===== src/irq_mask_map.svh =====
// Register map constants for the extended interrupt mask bank.
// Assumes inclusion by bare name from the mask bank module file.
`ifndef IRQ_MASK_MAP_SVH
`define IRQ_MASK_MAP_SVH
`define MASK_REG_ADDR 8'hE6
`define MASK_REG_RESET 8'h00
`define BIT_TIMER_THREE 7
`define BIT_COMPARATOR_B 6
`define BIT_COMPARATOR_A 5
`define BIT_COUNTER_ARRAY 4
`define BIT_CONVERSION_DONE 3
`define BIT_WINDOW_COMPARE 2
`define BIT_RESERVED 1
`define BIT_TWO_WIRE_BUS 0
`define MASK_WRITABLE 8'hFD
`define READ_IDLE 8'h00
`endif


===== src/irq_mask_pkg.sv =====
// Types shared by the interrupt mask bank files.
// Assumes the map header sits beside it on the include path.
package irq_mask_pkg;
  // Raw requests from the peripherals, one bit per flag.
  typedef struct packed {
    logic timer_three_low_overflow_flag;
    logic timer_three_high_overflow_flag;
    logic comparator_b_rise_flag;
    logic comparator_b_fall_flag;
    logic comparator_a_rise_flag;
    logic comparator_a_fall_flag;
    logic counter_array;
    logic conversion_done;
    logic window_compare_flag;
    logic two_wire_bus;
  } irq_src_t;
  // Special-function register bus request.
  typedef struct packed {
    logic wr;
    logic rd;
    logic [7:0] addr;
    logic [7:0] wdata;
  } sfr_req_t;
endpackage : irq_mask_pkg


===== src/extended_interrupt_mask_bank.sv =====
// Extended interrupt mask register with per-source request gating.
// Assumes a single-cycle register bus and same-clock peripheral flags.
// How it works
// Bit 7 gates both timer-three overflow flags.
// Bit 6 gates comparator B edge flags.
// Bit 5 gates comparator A edge flags.
// Bit 4 gates all counter-array requests.
// Bit 2 gates the window-compare request.
// Bits 3,0 gate; bit 1 reserved; reset zero.
`include "irq_mask_map.svh"
module extended_interrupt_mask_bank (
  input wire logic mclk,
  input wire logic reset_n,
  input wire irq_mask_pkg::sfr_req_t sfr_req,
  output logic [7:0] sfr_rdata,
  input wire irq_mask_pkg::irq_src_t irq_src,
  output logic [7:0] irq_out
);
  import irq_mask_pkg::*;

  ////////////////////////////////////////////////////////////////////
  // Declarations.

  // The mask register itself; bit 1 never leaves zero.
  logic [7:0] extended_interrupt_enable_one_r;
  // Read data flip-flop, loaded in the cycle that follows a read.
  logic [7:0] rdata_r;
  // Merged request per mask bit, ahead of the gate.
  logic [7:0] req_vec;
  // Enable per mask bit, rebuilt from the named fields.
  logic [7:0] en_vec;
  // Bus decode for the current cycle.
  logic sel;
  logic wr_hit;
  logic rd_hit;
  // Named enable fields of the mask register, one per gated source.
  logic timer_three_irq_enable;
  logic comparator_b_irq_enable;
  logic comparator_a_irq_enable;
  logic counter_array_irq_enable;
  logic conversion_done_irq_enable;
  logic window_compare_irq_enable;
  logic two_wire_bus_irq_enable;

  ////////////////////////////////////////////////////////////////////
  // Register access.

  // Only the one mapped address is decoded; any other address is ignored.
  assign sel = (sfr_req.addr == `MASK_REG_ADDR);
  assign wr_hit = sfr_req.wr && sel;
  assign rd_hit = sfr_req.rd && sel;

  // Write stores all bits but the reserved one, which stays zero.
  // A read in the same cycle still returns the value from before the write.
  always_ff @(posedge mclk or negedge reset_n) begin
    if (!reset_n) begin
      extended_interrupt_enable_one_r <= `MASK_REG_RESET;
    end else if (wr_hit) begin
      extended_interrupt_enable_one_r <= sfr_req.wdata & `MASK_WRITABLE;
    end
  end

  // Read data stands for one cycle after a read, then falls back to zero.
  // Zero outside a read keeps the bus quiet while other registers answer.
  always_ff @(posedge mclk or negedge reset_n) begin
    if (!reset_n) begin
      rdata_r <= `READ_IDLE;
    end else if (rd_hit) begin
      rdata_r <= extended_interrupt_enable_one_r;
    end else begin
      rdata_r <= `READ_IDLE;
    end
  end

  // Read data leaves the block straight from its flip-flop.
  assign sfr_rdata = rdata_r;

  ////////////////////////////////////////////////////////////////////
  // Enable fields.

  // Each field is one bit of the mask register, named after what it gates.
  assign timer_three_irq_enable =
    extended_interrupt_enable_one_r[`BIT_TIMER_THREE];
  assign comparator_b_irq_enable =
    extended_interrupt_enable_one_r[`BIT_COMPARATOR_B];
  assign comparator_a_irq_enable =
    extended_interrupt_enable_one_r[`BIT_COMPARATOR_A];
  assign counter_array_irq_enable =
    extended_interrupt_enable_one_r[`BIT_COUNTER_ARRAY];
  assign conversion_done_irq_enable =
    extended_interrupt_enable_one_r[`BIT_CONVERSION_DONE];
  assign window_compare_irq_enable =
    extended_interrupt_enable_one_r[`BIT_WINDOW_COMPARE];
  assign two_wire_bus_irq_enable =
    extended_interrupt_enable_one_r[`BIT_TWO_WIRE_BUS];

  // Enable vector rebuilt field by field; the reserved position stays low.
  always_comb begin
    en_vec = 8'h00;
    en_vec[`BIT_TIMER_THREE] = timer_three_irq_enable;
    en_vec[`BIT_COMPARATOR_B] = comparator_b_irq_enable;
    en_vec[`BIT_COMPARATOR_A] = comparator_a_irq_enable;
    en_vec[`BIT_COUNTER_ARRAY] = counter_array_irq_enable;
    en_vec[`BIT_CONVERSION_DONE] = conversion_done_irq_enable;
    en_vec[`BIT_WINDOW_COMPARE] = window_compare_irq_enable;
    en_vec[`BIT_TWO_WIRE_BUS] = two_wire_bus_irq_enable;
  end

  ////////////////////////////////////////////////////////////////////
  // Request gating.

  // Flags merged per mask bit; timer and comparators each OR two flags.
  always_comb begin
    req_vec = 8'h00;
    req_vec[`BIT_TIMER_THREE] = irq_src.timer_three_low_overflow_flag
                              | irq_src.timer_three_high_overflow_flag;
    req_vec[`BIT_COMPARATOR_B] = irq_src.comparator_b_rise_flag
                               | irq_src.comparator_b_fall_flag;
    req_vec[`BIT_COMPARATOR_A] = irq_src.comparator_a_rise_flag
                               | irq_src.comparator_a_fall_flag;
    req_vec[`BIT_COUNTER_ARRAY] = irq_src.counter_array;
    req_vec[`BIT_CONVERSION_DONE] = irq_src.conversion_done;
    req_vec[`BIT_WINDOW_COMPARE] = irq_src.window_compare_flag;
    req_vec[`BIT_TWO_WIRE_BUS] = irq_src.two_wire_bus;
  end

  // Gated requests toward the core's interrupt logic.
  irq_gate #(.WIDTH(8)) u_gate (
    .req(req_vec),
    .en(en_vec),
    .gated(irq_out)
  );

  ////////////////////////////////////////////////////////////////////
  // Checks on the gating.

  // Timer three passes either overflow flag only while enabled.
  AST_T3: assert property (@(posedge mclk) disable iff (!reset_n)
    irq_out[`BIT_TIMER_THREE] == (extended_interrupt_enable_one_r[`BIT_TIMER_THREE]
      && (irq_src.timer_three_low_overflow_flag
      || irq_src.timer_three_high_overflow_flag)))
    else $error("Timer three gating wrong.");

  // Comparator B passes either edge flag only while enabled.
  AST_CPB: assert property (@(posedge mclk) disable iff (!reset_n)
    irq_out[`BIT_COMPARATOR_B] == (extended_interrupt_enable_one_r[`BIT_COMPARATOR_B]
      && (irq_src.comparator_b_rise_flag || irq_src.comparator_b_fall_flag)))
    else $error("Comparator B gating wrong.");

  // Comparator A passes either edge flag only while enabled.
  AST_CPA: assert property (@(posedge mclk) disable iff (!reset_n)
    irq_out[`BIT_COMPARATOR_A] == (extended_interrupt_enable_one_r[`BIT_COMPARATOR_A]
      && (irq_src.comparator_a_rise_flag || irq_src.comparator_a_fall_flag)))
    else $error("Comparator A gating wrong.");

  // The counter array request passes only while enabled.
  AST_CNT: assert property (@(posedge mclk) disable iff (!reset_n)
    irq_out[`BIT_COUNTER_ARRAY] == (extended_interrupt_enable_one_r[`BIT_COUNTER_ARRAY]
      && irq_src.counter_array))
    else $error("Counter array gating wrong.");

  // The window-compare request passes only while enabled.
  AST_WIN: assert property (@(posedge mclk) disable iff (!reset_n)
    irq_out[`BIT_WINDOW_COMPARE] == (extended_interrupt_enable_one_r[`BIT_WINDOW_COMPARE]
      && irq_src.window_compare_flag))
    else $error("Window compare gating wrong.");

  // The conversion-done request passes only while enabled.
  AST_CONV: assert property (@(posedge mclk) disable iff (!reset_n)
    irq_out[`BIT_CONVERSION_DONE] == (extended_interrupt_enable_one_r[`BIT_CONVERSION_DONE]
      && irq_src.conversion_done))
    else $error("Conversion done gating wrong.");

  // The two-wire bus request passes only while enabled.
  AST_TWB: assert property (@(posedge mclk) disable iff (!reset_n)
    irq_out[`BIT_TWO_WIRE_BUS] == (extended_interrupt_enable_one_r[`BIT_TWO_WIRE_BUS]
      && irq_src.two_wire_bus))
    else $error("Two wire bus gating wrong.");

  ////////////////////////////////////////////////////////////////////
  // Checks on the register.

  // The reserved bit is never stored and never raises a request.
  AST_RSV: assert property (@(posedge mclk) disable iff (!reset_n)
    !extended_interrupt_enable_one_r[`BIT_RESERVED] && !irq_out[`BIT_RESERVED])
    else $error("Reserved bit set.");

  // The reserved bit always reads back as zero.
  AST_RSV_RD: assert property (@(posedge mclk) disable iff (!reset_n)
    !sfr_rdata[`BIT_RESERVED])
    else $error("Reserved bit read as one.");

  // A write to the mapped address lands in the next cycle.
  AST_WR: assert property (@(posedge mclk) disable iff (!reset_n)
    (sfr_req.wr && sfr_req.addr == `MASK_REG_ADDR)
      |=> extended_interrupt_enable_one_r == ($past(sfr_req.wdata) & `MASK_WRITABLE))
    else $error("Write not stored.");

  // A read returns the value held in the cycle of the read.
  AST_RD: assert property (@(posedge mclk) disable iff (!reset_n)
    (sfr_req.rd && sfr_req.addr == `MASK_REG_ADDR)
      |=> sfr_rdata == $past(extended_interrupt_enable_one_r))
    else $error("Read data wrong.");

  // Without a read of the mapped address the read data is zero.
  AST_RD_IDLE: assert property (@(posedge mclk) disable iff (!reset_n)
    !(sfr_req.rd && sfr_req.addr == `MASK_REG_ADDR)
      |=> sfr_rdata == `READ_IDLE)
    else $error("Read data not idle.");

  // Reset clears the mask, so no request passes right after it.
  AST_RST: assert property (@(posedge mclk)
    !reset_n |=> extended_interrupt_enable_one_r == `MASK_REG_RESET
      && irq_out == 8'h00)
    else $error("Reset did not clear the mask.");

  ////////////////////////////////////////////////////////////////////
  // Coverage of the main scenarios.

  // A write reaches the mask register.
  COV_WR: cover property (@(posedge mclk) disable iff (!reset_n) wr_hit);
  // A read of the mask register.
  COV_RD: cover property (@(posedge mclk) disable iff (!reset_n) rd_hit);
  // A read and a write meet in one cycle.
  COV_RDWR: cover property (@(posedge mclk) disable iff (!reset_n) rd_hit && wr_hit);
  // A timer-three request reaches the core.
  COV_T3: cover property (@(posedge mclk) disable iff (!reset_n) irq_out[`BIT_TIMER_THREE]);
  // A counter array request is held back by its mask.
  COV_BLK: cover property (@(posedge mclk) disable iff (!reset_n)
    irq_src.counter_array && !counter_array_irq_enable);
endmodule : extended_interrupt_mask_bank


===== src/irq_gate.sv =====
// One gate per source group: request passes only while enabled.
// Assumes requests come from logic on the same clock.
module irq_gate #(
  parameter int WIDTH = 8
) (
  input wire logic [WIDTH-1:0] req,
  input wire logic [WIDTH-1:0] en,
  output logic [WIDTH-1:0] gated
);
  // Each output bit is its request qualified by its enable.
  for (genvar i = 0; i < WIDTH; i++) begin : g_bit
    assign gated[i] = req[i] & en[i];
  end
endmodule : irq_gate


===== config.mk =====
export PLATFORM = sky130hd
export DESIGN_NAME = extended_interrupt_mask_bank
export DESIGN_NICKNAME = d
export VERILOG_FILES = /design/src/irq_mask_pkg.sv /design/src/extended_interrupt_mask_bank.sv /design/src/irq_gate.sv
export VERILOG_INCLUDE_DIRS = /design/src /design/src/src
export SDC_FILE = /design/constraint.sdc
export NUM_CORES = 1
export LEC_CHECK = 0
export ABC_CLOCK_PERIOD_IN_PS = 900
export BUFFER_PORTS_ARGS = -buffer_cell sky130_fd_sc_hd__buf_2
export CORE_ASPECT_RATIO = 0.75
export CORE_MARGIN = 4
export CORE_UTILIZATION = 33
export DETAILED_ROUTE_END_ITERATION = 10
export PLACE_DENSITY_LB_ADDON = 0.1
export SLEW_MARGIN = 10
export SYNTH_ARGS = -nofsm -noshare
export SYNTH_HDL_FRONTEND = slang
export SYNTH_SLANG_ARGS = --single-unit

===== constraint.sdc =====
create_clock -name mclk -period 0.9 [get_ports mclk]
set_clock_uncertainty 0.1 [all_clocks]
set_input_delay 0.18 -clock mclk [delete_from_list [all_inputs] [get_ports mclk]]
set_output_delay 0.18 -clock mclk [all_outputs]
set_load 0.03 [all_outputs]

# Word level (Yosys, flattened, before mapping)
# Cells that the tools add are included.
dict set report totals {
  reg_bits 15
  input_bits 30
  out_inout_bits 16
  word_cells 16
}
dict set report classes {
  eq_ne 1
  mux 1
  n_bitwise 10
  reduce_logical 2
}
# operator n
set op_table {}
lappend op_table {{$eq 8x8->1 const B} 1}
lappend op_table {{$mux 8} 1}
lappend op_table {{$and 1x1->1} 7}
lappend op_table {{$or 1x1->1} 3}
lappend op_table {{$logic_and 1x1->1} 2}

# Depth between registers and ports, before layout
dict set report depth {
  depth_word 3
  mapped_depth 3
  depth_no_buf 3
}

# By module
# A second synthesis with hierarchy kept.
dict set report unflattened {
  cells_unflattened 45
  area_unflattened_um2 600.6
}
# module n_inst cells_per_inst area_each_um2 seq_area_each_um2
set modules_own_cells {}
lappend modules_own_cells {extended_interrupt_mask_bank 1 37 550.5 350.3}
lappend modules_own_cells {irq_gate 1 8 50.0 0.0}

# Least setup slack after synthesis
# No wires, ideal clock.
dict set report synth_timing {
  path_kind {input to register}
  start {input port sfr_req[8] (netlist bit)}
  end {register extended_interrupt_enable_one_r[0]}
  setup_time_ns 0.125
  arrival_ns 0.872
  required_ns 0.675
  setup_slack_ns -0.196
  path_stages 3
  path_buffers 0
  path_cell_list {and4bb_2 -> nand3_4 -> mux2_2}
}
dict set report synth_between {
  elab_chain_len 2
}
# item line
set synth_rtl {}
lappend synth_rtl {{start, declared} extended_interrupt_mask_bank.sv:14} ;# input wire irq_mask_pkg::sfr_req_t sfr_req,
lappend synth_rtl {{$eq 8x8->1 (no line)} -}
lappend synth_rtl {{$logic_and 1x1->1} extended_interrupt_mask_bank.sv:50} ;# assign wr_hit = sfr_req.wr && sel;
lappend synth_rtl {{end signal, assigned} extended_interrupt_mask_bank.sv:57} ;# extended_interrupt_enable_one_r <= `MASK_REG_RESET;
lappend synth_rtl {{end signal, assigned} extended_interrupt_mask_bank.sv:59} ;# extended_interrupt_enable_one_r <= sfr_req.wdata & `MASK_WRITABLE;
lappend synth_rtl {{end, declared} extended_interrupt_mask_bank.sv:25} ;# logic [7:0] extended_interrupt_enable_one_r;
# Every way passes these cells.
# A chain may end at the register's enable or synchronous reset.

# Worst setup path in the final report
dict set report layout_timing {
  start {register extended_interrupt_enable_one_r[0]}
  end {output port irq_out[0]}
}
dict set report layout_between {
  elab_chain_len 1
}
# item line
set layout_rtl {}
lappend layout_rtl {{$and 1x1->1} irq_gate.sv:12} ;# assign gated[i] = req[i] & en[i];
lappend layout_rtl {{end, declared} extended_interrupt_mask_bank.sv:17} ;# output logic [7:0] irq_out
# Every way passes these cells.

==> impl_metrics.env <==
export IMPL_peakVddDrop_uv=968
export IMPL_cp_end_kind="output pin"
export IMPL_drc=0
export IMPL_critical_path_top_delay_family="flip-flops"
export IMPL_routed_wl_mm=1.33
export IMPL_wl_per_cell_um=11.7
export IMPL_core_area_um2=1580
export IMPL_dieArea_um2=2520
export IMPL_hp_start="sfr_req[4]"
export IMPL_failed_checks="negative setup slack"
export IMPL_grt_first_pass_wirelength_mm=2.04
export IMPL_dr_wl_met3_um=156
export IMPL_grt_max_degree=15
export IMPL_wl_met2_um=698
export IMPL_p_per_area_nw_per_um2=1250
export IMPL_path_cells="and2_4, buf_6"
export IMPL_n_antenna_cell=0
export IMPL_ys_types=10
export IMPL_numCtsBuffers=3
export IMPL_worstSkewPairLatency_ps=270
export IMPL_rows=12
export IMPL_routed_top_layer="met3"
export IMPL_layout_commonest_cell="buf_2"
export IMPL_cp_start_kind="flop"
export IMPL_via_per_inst=4.39
export IMPL_critical_path_buf_inv_count=1
export IMPL_synth_warnings=0
export IMPL_ant_nets=0
export IMPL_rrSetupSlack_ps=-70
export IMPL_avgSynthCellArea_um2=14.0
export IMPL_root_buffer="clkbuf_4"
export IMPL_regArea_um2=350
export IMPL_min_path_cells=2
export IMPL_setup_ws_ps=-322
export IMPL_die_w_um=56.7
export IMPL_dr_first_iter_drc_count=0
export IMPL_leakagePower_uw=0.000560
export IMPL_port_buffer_count=42
export IMPL_fp_dieH_um=44.5
export IMPL_cts_tree="yes"
export IMPL_multi_input_area_um2=244
export IMPL_whs_ps=30.9
export IMPL_drt_pass1_iterations=1
export IMPL_required_ps=620
export IMPL_cts_sinks=14
export IMPL_rsz0062_at_grt="yes"
export IMPL_clkSlewWorstSetupHoldPaths_ps=80
export IMPL_grt_usage_pct=10.5
export IMPL_nets=123
export IMPL_crit_type="reg2out"
export IMPL_worstPathArrival_ps=940
export IMPL_grt_pass1_vias=487
export IMPL_drive_above_1_share_pct=70.7
export IMPL_grt_ovfl_total=0
export IMPL_clock_path_buffers=2
export IMPL_yosys_area_top_type="dfrtp_1"
export IMPL_syn_inst=42
export IMPL_status="finished with violations"
export IMPL_path_max_fanout=3
export IMPL_cpPeakStageDelay_ps=400
export IMPL_clock_fmax_mhz=818
export IMPL_critical_path_slowest_cell="dfrtp_1"
export IMPL_netlist_top_cells_area="dfrtp_1, mux2_2, and2_1"
export IMPL_yosysSeqAreaShare_pct=59.7
export IMPL_pre_cts_ws_ps=-352
export IMPL_r2r_end="extended_interrupt_enable_one_r[2]"
export IMPL_min_path_type="in2reg"
export IMPL_syn_to_final_growth_pct=74.2
export IMPL_hold_viol=0
export IMPL_setup_viol=21
export IMPL_start_util_pct=37.2
export IMPL_period_minus_slack_ps=1220
export IMPL_slew_violations=0
export IMPL_antenna_found_initial=0
export IMPL_io_pins=46
export IMPL_drv_cap=0
export IMPL_r2r_start="extended_interrupt_enable_one_r[2]"
export IMPL_htree_levels=1
export IMPL_yosysTopAreaCellShare_pct=59.7
export IMPL_num_vias=496
export IMPL_post_route_period_util_pct=136
export IMPL_met1Wirelength_um=471
export IMPL_worst_r2r_path_depth=2
export IMPL_final_cell_mix="buf_2, buf_6, dfrtp_1"
export IMPL_gp_congestion=0.632
export IMPL_min_to="extended_interrupt_enable_one_r[4]"
export IMPL_n_fill_cell=132
export IMPL_synth_seq_cells=14
export IMPL_fin_util_pct=64.8
export IMPL_syn_cell_area_um2=587
-- cells in the mapped netlist --
cell	n
mux2_2	7
dfrtp_1	14
and2_1	11
buf_4	2
and3_2	1
and4bb_2	1
nand3_4	1
conb_1	1
and4b_1	1
o21a_1	3
-- power breakdown --
group	switching [uW]	total [uW]	internal, uW
registers	9.72	653	643
logic	76.9	187	110
clock network	190	436	246
-- final cells by class --
cell class | instances | share of cell area (%)
Clock buffer | 4 | 3.55
Multi-Input combinational cell | 27 | 23.9
Sequential cell | 14 | 34.3
Tap cell | 21 | 2.57
Timing Repair Buffer | 47 | 35.7
-- repair_timing --
| action | CTS | global route |
|---|---|---|
| resized for setup | 34 | 7 |
| setup endpoints to repair | 21 | 21 |
| buffers inserted | 4 | 0 |
| hold buffers | 1 | 0 |
| pin swaps | 0 | 2 |
| endpoints found under the hold margin | 14 | 0 |
-- worst max-delay path by stage --
stage | from | depth (start not counted) | slack [ps] | to
global route | extended_interrupt_enable_one_r[0] | 2 | -360 | irq_out[0]
detailed placement | sfr_req[8] | 4 | -350 | extended_interrupt_enable_one_r[6]
finish | extended_interrupt_enable_one_r[0] | 2 | -320 | irq_out[0]
floorplan | sfr_req[8] | 3 | -190 | extended_interrupt_enable_one_r[0]
CTS | extended_interrupt_enable_one_r[0] | 2 | -330 | irq_out[0]
global placement | sfr_req[8] | 4 | -330 | extended_interrupt_enable_one_r[3]
-- registers in the layout (all words and copies together), names as in the netlist --
name / flops
extended_interrupt_enable_one_r: 7
sfr_rdata: 7
-- through the flow --
stage	TNS, ps	power [uW]	std cells	cell area, um2
3_5_place_dp	-4510	803	104	812
6_report	-3830	1280	113	1020
5_1_grt	-4620	1360	113	1020
4_1_cts	-3950	1280	113	993
2_1_floorplan	-2080	728	43	591
3_3_place_gp	-4280	802	104	812
-- worst register-to-register path, delay by kind of cell, from the launching register on --
| family | cells | cell delay [ps] |
|---|---|---|
| mux | 1 | 250 |
| flops | 1 | 390 |
| buf+inv | 1 | 120 |
-- kinds of logic after synthesis --
group	count (synthesis)	share of synthesized area (%)
multiplexers	7	13.4
flip-flops	14	59.7
other	1	0.639
buffers and inverters	2	2.56
AO/OA/AOI/OAI	3	3.84
AND/OR/NAND/NOR	15	19.8
-- per-layer routing --
layer	vias to the layer above	track usage, %
li1	239	-
met1	231	11.2
met2	26	18.7
met3	0	6.41
met4	0	1.42
met5	-	0
Note: power is estimated with default switching activity, not from simulation.
